**src/rate_flags_pkg.sv**
```systemverilog
// Shared constants and carriers for the sample-ready status logic.
// Assumes one 25 MHz clock domain; no imports, every use is scoped.
package rate_flags_pkg;

    // ****************************************
    // Status bit positions, axis count and sample width
    // ****************************************
    localparam int X_FRESH_BIT = 0;
    localparam int Y_FRESH_BIT = 1;
    localparam int Z_FRESH_BIT = 2;
    localparam int ANY_FRESH_BIT = 3;
    localparam int X_OVERRUN_BIT = 4;
    localparam int Y_OVERRUN_BIT = 5;
    localparam int Z_OVERRUN_BIT = 6;
    localparam int ALL_OVERRUN_BIT = 7;
    localparam int AXES = 3;
    localparam int SAMPLE_W = 16;

    // ****************************************
    // Register map and reset values
    // ****************************************
    localparam logic [7:0] OUT_X_HIGH_ADDR = 8'h01;
    localparam logic [7:0] OUT_X_LOW_ADDR = 8'h02;
    localparam logic [7:0] OUT_Y_HIGH_ADDR = 8'h03;
    localparam logic [7:0] OUT_Y_LOW_ADDR = 8'h04;
    localparam logic [7:0] OUT_Z_HIGH_ADDR = 8'h05;
    localparam logic [7:0] OUT_Z_LOW_ADDR = 8'h06;
    localparam logic [7:0] SAMPLE_READY_STATUS_ADDR = 8'h07;
    localparam logic [7:0] STATUS_RESET = 8'h00;
    localparam logic [15:0] SAMPLE_RESET = 16'h0000;

    // Operating modes
    typedef enum logic [1:0] {
        MODE_STANDBY = 2'b00,
        MODE_READY = 2'b01,
        MODE_ACTIVE = 2'b10
    } op_mode_e;

    // Host register read strobe with its address
    typedef struct packed {
        logic strobe;
        logic [7:0] addr;
    } reg_read_s;

endpackage

```
**src/axis_flag_cell.sv**
```systemverilog
// One axis: fresh and overrun flags plus the latest sample store.
// Assumes set and clear are single-cycle strobes from the same clock.
`timescale 1ns/1ps
module axis_flag_cell (
    input wire logic clk,
    input wire logic rst_b,
    input wire logic wipe,
    input wire logic acquire,
    input wire logic [rate_flags_pkg::SAMPLE_W-1:0] sample_in,
    input wire logic high_read,
    output logic fresh,
    output logic overrun,
    output logic [rate_flags_pkg::SAMPLE_W-1:0] sample
);

    // Fresh set wins over a same-cycle clear
    always_ff @(posedge clk)
    begin
        if (!rst_b || wipe)
            fresh <= 1'b0;
        else if (acquire)
            fresh <= 1'b1;
        else if (high_read)
            fresh <= 1'b0;
    end

    // Overrun when new data lands on an unread sample
    always_ff @(posedge clk)
    begin
        if (!rst_b || wipe)
            overrun <= 1'b0;
        else if (acquire && fresh)
            overrun <= 1'b1;
        else if (high_read)
            overrun <= 1'b0;
    end

    // Always keep the latest acquisition
    always_ff @(posedge clk)
    begin
        if (!rst_b)
            sample <= rate_flags_pkg::SAMPLE_RESET;
        else if (acquire)
            sample <= sample_in;
    end

endmodule

```
**src/rate_sample_ready_flags.sv**
```systemverilog
// Sample-ready status flags for a three-axis rate sensor core.
// Assumes acquisitions, mode and host read strobes share the 25 MHz clock.
// What this block does
// - Z overrun, bit 6, sets on Z data over unread Z; clears on Z high read.
// - Y overrun, bit 5, sets on Y data over unread Y; clears on Y high read.
// - X overrun, bit 4, sets on X data over unread X; clears on X high read.
// - On overrun the newer sample replaces the unread older one.
// - Combined fresh flag, bit 3, sets when any axis gets new data.
// - Combined fresh flag clears once every axis with new data has had its high byte read.
// - Z fresh, bit 2, sets on Z acquisition, clears on Z high read.
// - Y fresh, bit 1, sets on Y acquisition, clears on Y high read.
// - X fresh, bit 0, sets on X acquisition, clears on X high read.
// - Combined overrun, bit 7, sets on a full set over an unread set.
// - All flags clear on entry into active mode from standby or ready.
`timescale 1ns/1ps
module rate_sample_ready_flags (
    input wire logic CLOCK,
    input wire logic RST_B,
    input wire rate_flags_pkg::op_mode_e MODE,
    input wire logic [2:0] ACQUIRE,
    input wire logic [rate_flags_pkg::SAMPLE_W-1:0] X_SAMPLE,
    input wire logic [rate_flags_pkg::SAMPLE_W-1:0] Y_SAMPLE,
    input wire logic [rate_flags_pkg::SAMPLE_W-1:0] Z_SAMPLE,
    input wire rate_flags_pkg::reg_read_s HOST_READ,
    output logic [7:0] SAMPLE_READY_STATUS,
    output logic [7:0] READ_DATA
);

    // ****************************************
    // Mode entry and read decode
    // ****************************************
    rate_flags_pkg::op_mode_e last_mode;
    logic wipe;
    logic [2:0] high_read;
    logic [2:0] fresh;
    logic [2:0] overrun;
    logic [rate_flags_pkg::SAMPLE_W-1:0] sample [3];
    logic [rate_flags_pkg::SAMPLE_W-1:0] sample_in [3];
    logic [2:0] read_pending;
    logic [2:0] set_pending;
    logic any_fresh;
    logic all_overrun;
    logic [2:0] owed_after;
    logic [2:0] set_unread;
    logic [7:0] low_shadow [3];
    logic [7:0] next_status;
    logic [7:0] next_read_data;
    logic full_set;

    always_ff @(posedge CLOCK)
    begin
        if (!RST_B)
            last_mode <= rate_flags_pkg::MODE_STANDBY;
        else
            last_mode <= MODE;
    end

    assign wipe = (MODE == rate_flags_pkg::MODE_ACTIVE) &&
                  (last_mode != rate_flags_pkg::MODE_ACTIVE);

    assign high_read[0] = HOST_READ.strobe &&
                          (HOST_READ.addr == rate_flags_pkg::OUT_X_HIGH_ADDR);
    assign high_read[1] = HOST_READ.strobe &&
                          (HOST_READ.addr == rate_flags_pkg::OUT_Y_HIGH_ADDR);
    assign high_read[2] = HOST_READ.strobe &&
                          (HOST_READ.addr == rate_flags_pkg::OUT_Z_HIGH_ADDR);
    assign sample_in[0] = X_SAMPLE;
    assign sample_in[1] = Y_SAMPLE;
    assign sample_in[2] = Z_SAMPLE;

    // ****************************************
    // Per-axis flags
    // ****************************************
    // axis flags
    generate
        for (genvar a = 0; a < rate_flags_pkg::AXES; a++)
        begin : g_axis
            axis_flag_cell u_cell (
                .clk(CLOCK),
                .rst_b(RST_B),
                .wipe(wipe),
                .acquire(ACQUIRE[a]),
                .sample_in(sample_in[a]),
                .high_read(high_read[a]),
                .fresh(fresh[a]),
                .overrun(overrun[a]),
                .sample(sample[a])
            );
        end
    endgenerate

    // ****************************************
    // Combined flags
    // ****************************************
    // Axes whose high byte is still owed since the combined flag rose
    always_ff @(posedge CLOCK)
    begin
        if (!RST_B || wipe)
            read_pending <= 3'b000;
        else
            read_pending <= (read_pending & ~high_read) | ACQUIRE;
    end

    assign owed_after = read_pending & ~high_read;

    always_ff @(posedge CLOCK)
    begin
        if (!RST_B || wipe)
            any_fresh <= 1'b0;
        else if (|ACQUIRE)
            any_fresh <= 1'b1;
        else if (any_fresh && (owed_after == 3'b000))
            any_fresh <= 1'b0;
    end

    // Axes acquired since the last full set completed
    assign full_set = &(set_pending | ACQUIRE);

    always_ff @(posedge CLOCK)
    begin
        if (!RST_B || wipe || full_set)
            set_pending <= 3'b000;
        else
            set_pending <= set_pending | ACQUIRE;
    end

    // Axes of the last full set whose high byte is still unread
    always_ff @(posedge CLOCK)
    begin
        if (!RST_B || wipe)
            set_unread <= 3'b000;
        else if (full_set)
            set_unread <= 3'b111;
        else
            set_unread <= set_unread & ~high_read;
    end

    always_ff @(posedge CLOCK)
    begin
        if (!RST_B || wipe)
            all_overrun <= 1'b0;
        else if (full_set && (set_unread != 3'b000))
            all_overrun <= 1'b1;
        else if (all_overrun && (owed_after == 3'b000))
            all_overrun <= 1'b0;
    end

    // ****************************************
    // Register read path
    // ****************************************
    // low byte follows high byte read
    always_ff @(posedge CLOCK)
    begin
        if (!RST_B)
        begin
            low_shadow[0] <= 8'h00;
            low_shadow[1] <= 8'h00;
            low_shadow[2] <= 8'h00;
        end
        else
        begin
            for (int a = 0; a < 3; a++)
                if (high_read[a])
                    low_shadow[a] <= sample[a][7:0];
        end
    end

    always_comb
    begin
        next_status = {all_overrun, overrun, any_fresh, fresh};
        next_read_data = 8'h00;
        case (HOST_READ.addr)
            rate_flags_pkg::OUT_X_HIGH_ADDR: next_read_data = sample[0][15:8];
            rate_flags_pkg::OUT_X_LOW_ADDR: next_read_data = low_shadow[0];
            rate_flags_pkg::OUT_Y_HIGH_ADDR: next_read_data = sample[1][15:8];
            rate_flags_pkg::OUT_Y_LOW_ADDR: next_read_data = low_shadow[1];
            rate_flags_pkg::OUT_Z_HIGH_ADDR: next_read_data = sample[2][15:8];
            rate_flags_pkg::OUT_Z_LOW_ADDR: next_read_data = low_shadow[2];
            rate_flags_pkg::SAMPLE_READY_STATUS_ADDR: next_read_data = next_status;
            default: next_read_data = 8'h00;
        endcase
    end

    always_ff @(posedge CLOCK)
    begin
        if (!RST_B)
            SAMPLE_READY_STATUS <= rate_flags_pkg::STATUS_RESET;
        else
            SAMPLE_READY_STATUS <= next_status;
    end

    always_ff @(posedge CLOCK)
    begin
        if (!RST_B)
            READ_DATA <= 8'h00;
        else if (HOST_READ.strobe)
            READ_DATA <= next_read_data;
    end
endmodule

```
**config.mk**
```make
export PLATFORM = sky130hd
export DESIGN_NAME = rate_sample_ready_flags
export DESIGN_NICKNAME = d
export VERILOG_FILES = /design/src/rate_flags_pkg.sv /design/src/axis_flag_cell.sv /design/src/rate_sample_ready_flags.sv
export SDC_FILE = /design/constraint.sdc
export NUM_CORES = 1
export LEC_CHECK = 0
export ABC_CLOCK_PERIOD_IN_PS = 1400
export BUFFER_PORTS_ARGS = -buffer_cell sky130_fd_sc_hd__buf_2
export CAP_MARGIN = 20
export CORE_MARGIN = 4
export CORE_UTILIZATION = 45
export CTS_CLUSTER_DIAMETER = 60
export DETAILED_ROUTE_END_ITERATION = 8
export GPL_TIMING_DRIVEN = 1
export PLACE_DENSITY = 0.67
export SLEW_MARGIN = 20
export SYNTH_ARGS = -nofsm -noshare
export SYNTH_HDL_FRONTEND = slang
export SYNTH_HIERARCHICAL = 1
export SYNTH_SLANG_ARGS = --single-unit
```
**constraint.sdc**
```tcl
create_clock -name CLOCK -period 1.4 [get_ports CLOCK]
set_input_delay 0.14 -clock CLOCK [delete_from_list [all_inputs] [get_ports CLOCK]]
set_output_delay 0.14 -clock CLOCK [all_outputs]
set_load 0.01 [all_outputs]
```
; ---- Yosys cells after proc, flatten, opt, wreduce, memory -nomap -nowiden
; Memories as Yosys holds them, arrays and structs flattened.
; Index checks and enable logic that the tools add are counted.
[op_classes]
eq_ne = 9
mux = 28
bitwise_logic = 8
n_reduce_logical = 25
[ops]
columns = operator, n
row1 = $pmux 8 s7, 1
row2 = $eq 8x3->1 const B, 4
row3 = $mux 8, 3
row4 = $mux 1, 23
row5 = $eq 8x2->1 const B, 2
row6 = $reduce_bool 2->1, 8
row7 = $logic_and 1x1->1, 10
row8 = $eq 8x1->1 const B, 1
row9 = $and 3x3->3, 2
row10 = $or 3x3->3, 2
row11 = $logic_not 3->1, 1
row12 = $mux 3, 1
row13 = $not 3->3, 1
row14 = $or 1x1->1, 3
row15 = $reduce_and 3->1, 1
row16 = $reduce_bool 3->1, 1
row17 = $reduce_or 3->1, 1
row18 = $eq 2x2->1 const B, 1
row19 = $logic_or 1x1->1, 2
row20 = $ne 2x2->1 const B, 1
row21 = $logic_not 1->1, 1
[totals]
ff_bits = 83
mem_bits_rw = 24
inputBits = 64
output_inout_bits = 16
word_cells = 88
mem_count = 1
[memory_table]
columns = memory, words, word_bits, rd, rd_clocked_by_memory_dff, write_ports, line
row1 = low_shadow, 3, 8, 3, 0, 3, rate_sample_ready_flags.sv:45  ; logic [7:0] low_shadow [3];

; ---- Longest topological paths before layout
[logic_depth]
depth_word = 8
depth_mapped = 7
mapped_depth_nobuf = 5

; ---- Hierarchy
; Netlist, hierarchy kept.
[modules_own_cells]
columns = module, instances, cells_each, area_per_inst_um2, seq_area_each_um2
row1 = rate_sample_ready_flags, 1, 220, 2488.6, 1301.2
row2 = axis_flag_cell, 3, 60, 691.9, 360.3

; ---- Worst setup path before layout
; Ideal clock, no wire load.
[synth_path]
kind = input -> register
from = input HOST_READ[1] (netlist bit)
to = memory low_shadow[1][2] (netlist: low_shadow[0][10]), enable pin
arrival_ns = 1.145
slack_ns = -0.074
stages = 5
path_buffers = 2
cell_sequence = buf_2 -> buf_2 -> nor3b_1 -> nand4_1 -> nand2_1
[synth_rtl]
columns = item, line
row1 = start: declaration, rate_sample_ready_flags.sv:24  ; input wire rate_flags_pkg::reg_read_s HOST_READ,
row2 = end: declaration, rate_sample_ready_flags.sv:45

; ---- Worst setup path after layout
[layout_path]
from = input MODE[1]
to = register any_fresh
[layout_via]
elab_chain_cells = 3
[layout_rtl]
columns = item, line
row1 = start: declaration, rate_sample_ready_flags.sv:19  ; input wire rate_flags_pkg::op_mode_e MODE,
row2 = $eq 2x2->1, rate_sample_ready_flags.sv:58  ; assign wipe = (MODE == rate_flags_pkg::MODE_ACTIVE) &&
row3 = $logic_and 1x1->1, rate_sample_ready_flags.sv:58
row4 = via wipe, rate_sample_ready_flags.sv:33  ; logic wipe;
row5 = $logic_or 1x1->1, rate_sample_ready_flags.sv:108  ; if (!RST_B || wipe)
row6 = end signal: assignment, rate_sample_ready_flags.sv:109  ; any_fresh <= 1'b0;
row7 = end signal: assignment, rate_sample_ready_flags.sv:111  ; any_fresh <= 1'b1;
row8 = end signal: assignment, rate_sample_ready_flags.sv:113  ; any_fresh <= 1'b0;
row9 = end: declaration, rate_sample_ready_flags.sv:41  ; logic any_fresh;
; The timed path passes the listed nets, and every way through them passes these cells.
; A chain may end at the register's enable or synchronous reset.

==> impl_metrics.toml <==
[cells_and_area]
final_cells = 640
fin_nets = 566
final_area_mm2 = 0.00545
fill_cells = 883
final_layout_size_suffix_gt1_frac = 0.284
area_delta_synth_final_pct = 19.4
n_antenna_cell = 0

[synth]
synth-edff-count = 24
yosysWarnings = 6
synth_top_area_share = 0.364
yosysUniqueCellTypes = 37
synth_top_area_cell = "dfxtp_1"
ys_async_sr_fraction = 0
syn_area_per_cell_um2 = 11.4
yosys-top-cells-area = "dfxtp_1 36%, edfxtp_1 16%, mux2i_1 14%"
yosysMostFrequentCell = "dfxtp_1"
syn-num-nets = 464
synthesis.area_mm2 = 0.00456
yosysSeqAreaShare = 0.522
synth_ff_type = "dfxtp_1"
synthTopCellsByCount = "83 x dfxtp_1, 62 x mux2i_1, 50 x nor2b_1"
synth_seq_cells = 107
synth_cells = 400

[clock_tree]
clockBufferDepth = 2
cts_sinks = 107
cts_root_buf = "clkbuf_8"
post_cts_buffers = 0
cts_tree = "done"
numCtsBuffers = 9
clk_pin_slew_ps = 100
clk_latency_ps = 370
ctsHtreeMaxLevel = 3

[placed_design]
numPortBuffers = 79
place_inst = 621
post-place-ws_ps = -88.5
place_area_mm2 = 0.00521
globalplace.congestion = 0.830
dp_hpwl_um = 7370

[power]
peakVddDrop_uv = 651
p_leak_nw = 2.35
power_density_mw_per_mm2 = 1090

[setup_path]
worst-r2r-cell-count = 5
start_kind = "primary input"
crit_type = "in2reg"
critPathCaptureType = "flop"
cp_cell_sequence = "dlygate4sd3_1 > buf_2 > nor2b_1 > and2_2 > nand2b_1 > buf_4 > o221ai_2"
worstReg2RegStart = "read_pending[1]"
cp.arrival_ps = 1640
critPathMaxStageDelay_ps = 530
crit_slowest_cell = "dlygate4sd3_1"
crit_required_ps = 1700
r2r-end = "all_overrun"
regToRegSetupSlack_ps = 130
path_max_fanout = 10

[run_status]
outcome = "complete, no violations"

[min_path]
hp-start = "Y_SAMPLE[9]"
hold_path_depth = 3
min_path_type = "in2reg"
hold_path_end = "g_axis[1].u_cell/sample[9]"

[global_routing]
track_usage = 0.177
grt_max_degree = 43
antenna_found_initial = 0
grt_pass1_vias = 3164
grt_first_pass_wirelength_um = 15900
grt-ovfl-total = 0

[floorplanning]
core-area_mm2 = 0.00982
start_util = 0.465
row_count = 36
die_w_um = 109
dieArea_mm2 = 0.0118
fp.dieH_um = 109
io_pins = 80

[route]
drt_wl_total_um = 9860
via_per_inst = 4.84
drt-pass1-iter-count = 4
initialDrtViolationCount = 136
wire_per_inst_um = 15.4
drtAntennaViolNets = 0
drc = 0
vias = 3096

[timing]
rsz0062_at_grt = "no"
setup_violations = 0
period_needed_ps = 1350
slew_viol_final = 0
setup_ws_ps = 53.7
hold_slack_ps = 20.0
fin_skew_ps = 10.8
worst_pin_slew_ps = 435
finalHoldViolCount = 0
finalCritPeriodShare = 0.962
setup_tns_ps = 0
fmaxAchievable_mhz = 743
slew_headroom = 0.710

[flow_run]
cap_violations = 0
layer usage:
layer / wire length (µm) / track usage
met2: 4620 / 0.289
met1: 4470 / 0.233
met5: 0 / 0
met4: 95 / 0.0388
met3: 680 / 0.0509
layout by cell type (no fill, tap or decap), drive strengths merged, types with 4 or more instances in the layout:
master | synthesis | routed
nor3b | 4 | 4
o21ai | 4 | 4
edfxtp | 24 | 24
inv | 8 | 10
dfxtp | 83 | 83
nor2b | 50 | 50
mux4 | 7 | 7
clkbuf | 6 | 10
nand2b | 16 | 16
and2 | 33 | 33
a21oi | 22 | 22
buf | 14 | 108
mux2i | 62 | 62
nand2 | 14 | 14
a211o | 4 | 4
nand4 | 4 | 4
nor3 | 6 | 6
nor2 | 13 | 13
a21o | 4 | 4
power by group:
| part | total (mW) | switching, mW | leakage [nW] | internal, mW |
|---|---|---|---|---|
| registers | 3.39 | 0.0846 | 0.930 | 3.30 |
| clock network | 1.90 | 1.06 | 0.0935 | 0.844 |
| logic | 0.654 | 0.316 | 1.32 | 0.338 |
how the worst max path moves through the flow:
stage | cells after the start | end | startpoint | slack, ps
after floorplan | 5 | low_shadow[0][0] | HOST_READ[1] | 40
after global placement | 6 | low_shadow[0][3] | HOST_READ[5] | -40
after detailed placement | 6 | low_shadow[0][14] | HOST_READ[5] | -90
after CTS | 7 | any_fresh | MODE[0] | 30
after global routing | 7 | set_pending[1] | MODE[1] | 10
final | 7 | any_fresh | MODE[1] | 50
final cells by class:
class	count	area, µm²	area share
sequential	107	2380	0.437
multi-input combinational	264	2000	0.367
timing repair buffer	111	668	0.123
tap	133	166	0.0305
clock buffer	10	128	0.0234
clock inverter	6	71.3	0.0131
inverter	9	33.8	0.00620
worst max-delay path, delay by kind of cell:
family                 cells  cell delay [ps]
and+or+nand+nor            3              480
AOI/OAI and AO/OA          1              180
buffers and inverters      3              830
sequential cells by signal, summed over array words and instances (netlist names):
register,cells
READ_DATA,8
SAMPLE_READY_STATUS,8
all_overrun,1
any_fresh,1
g_axis.u_cell/fresh,3
g_axis.u_cell/overrun,3
g_axis.u_cell/sample,48
last_mode,2
low_shadow,24
read_pending,3
set_pending,3
set_unread,3
cell families (layout without fill, tap and decap cells):
| kind of cell | count (synthesis) | count (layout) | synth area share |
|---|---|---|---|
| buffers and inverters | 29 | 136 | 0.0444 |
| flip-flops | 107 | 107 | 0.522 |
| AND/OR/NAND/NOR | 152 | 152 | 0.198 |
| multiplexers | 71 | 71 | 0.175 |
| AO/OA/AOI/OAI | 41 | 41 | 0.0600 |
what timing repair did:
item,CTS,global route
hold buffers,2,1
endpoints found under the setup margin,0,2
gates resized for setup,0,3
hold endpoints to repair,2,1
per-stage QoR:
| stage | utilization | total power, mW |
|---|---|---|
| final | 0.555 | 5.95 |
| after CTS | 0.553 | 5.98 |
| after floorplan | - | 3.84 |
| after global routing | 0.555 | 6.22 |
| after detailed placement | 0.530 | 4.11 |
| after global placement | 0.530 | 4.08 |
Note: power is estimated with default switching activity, not from simulation.
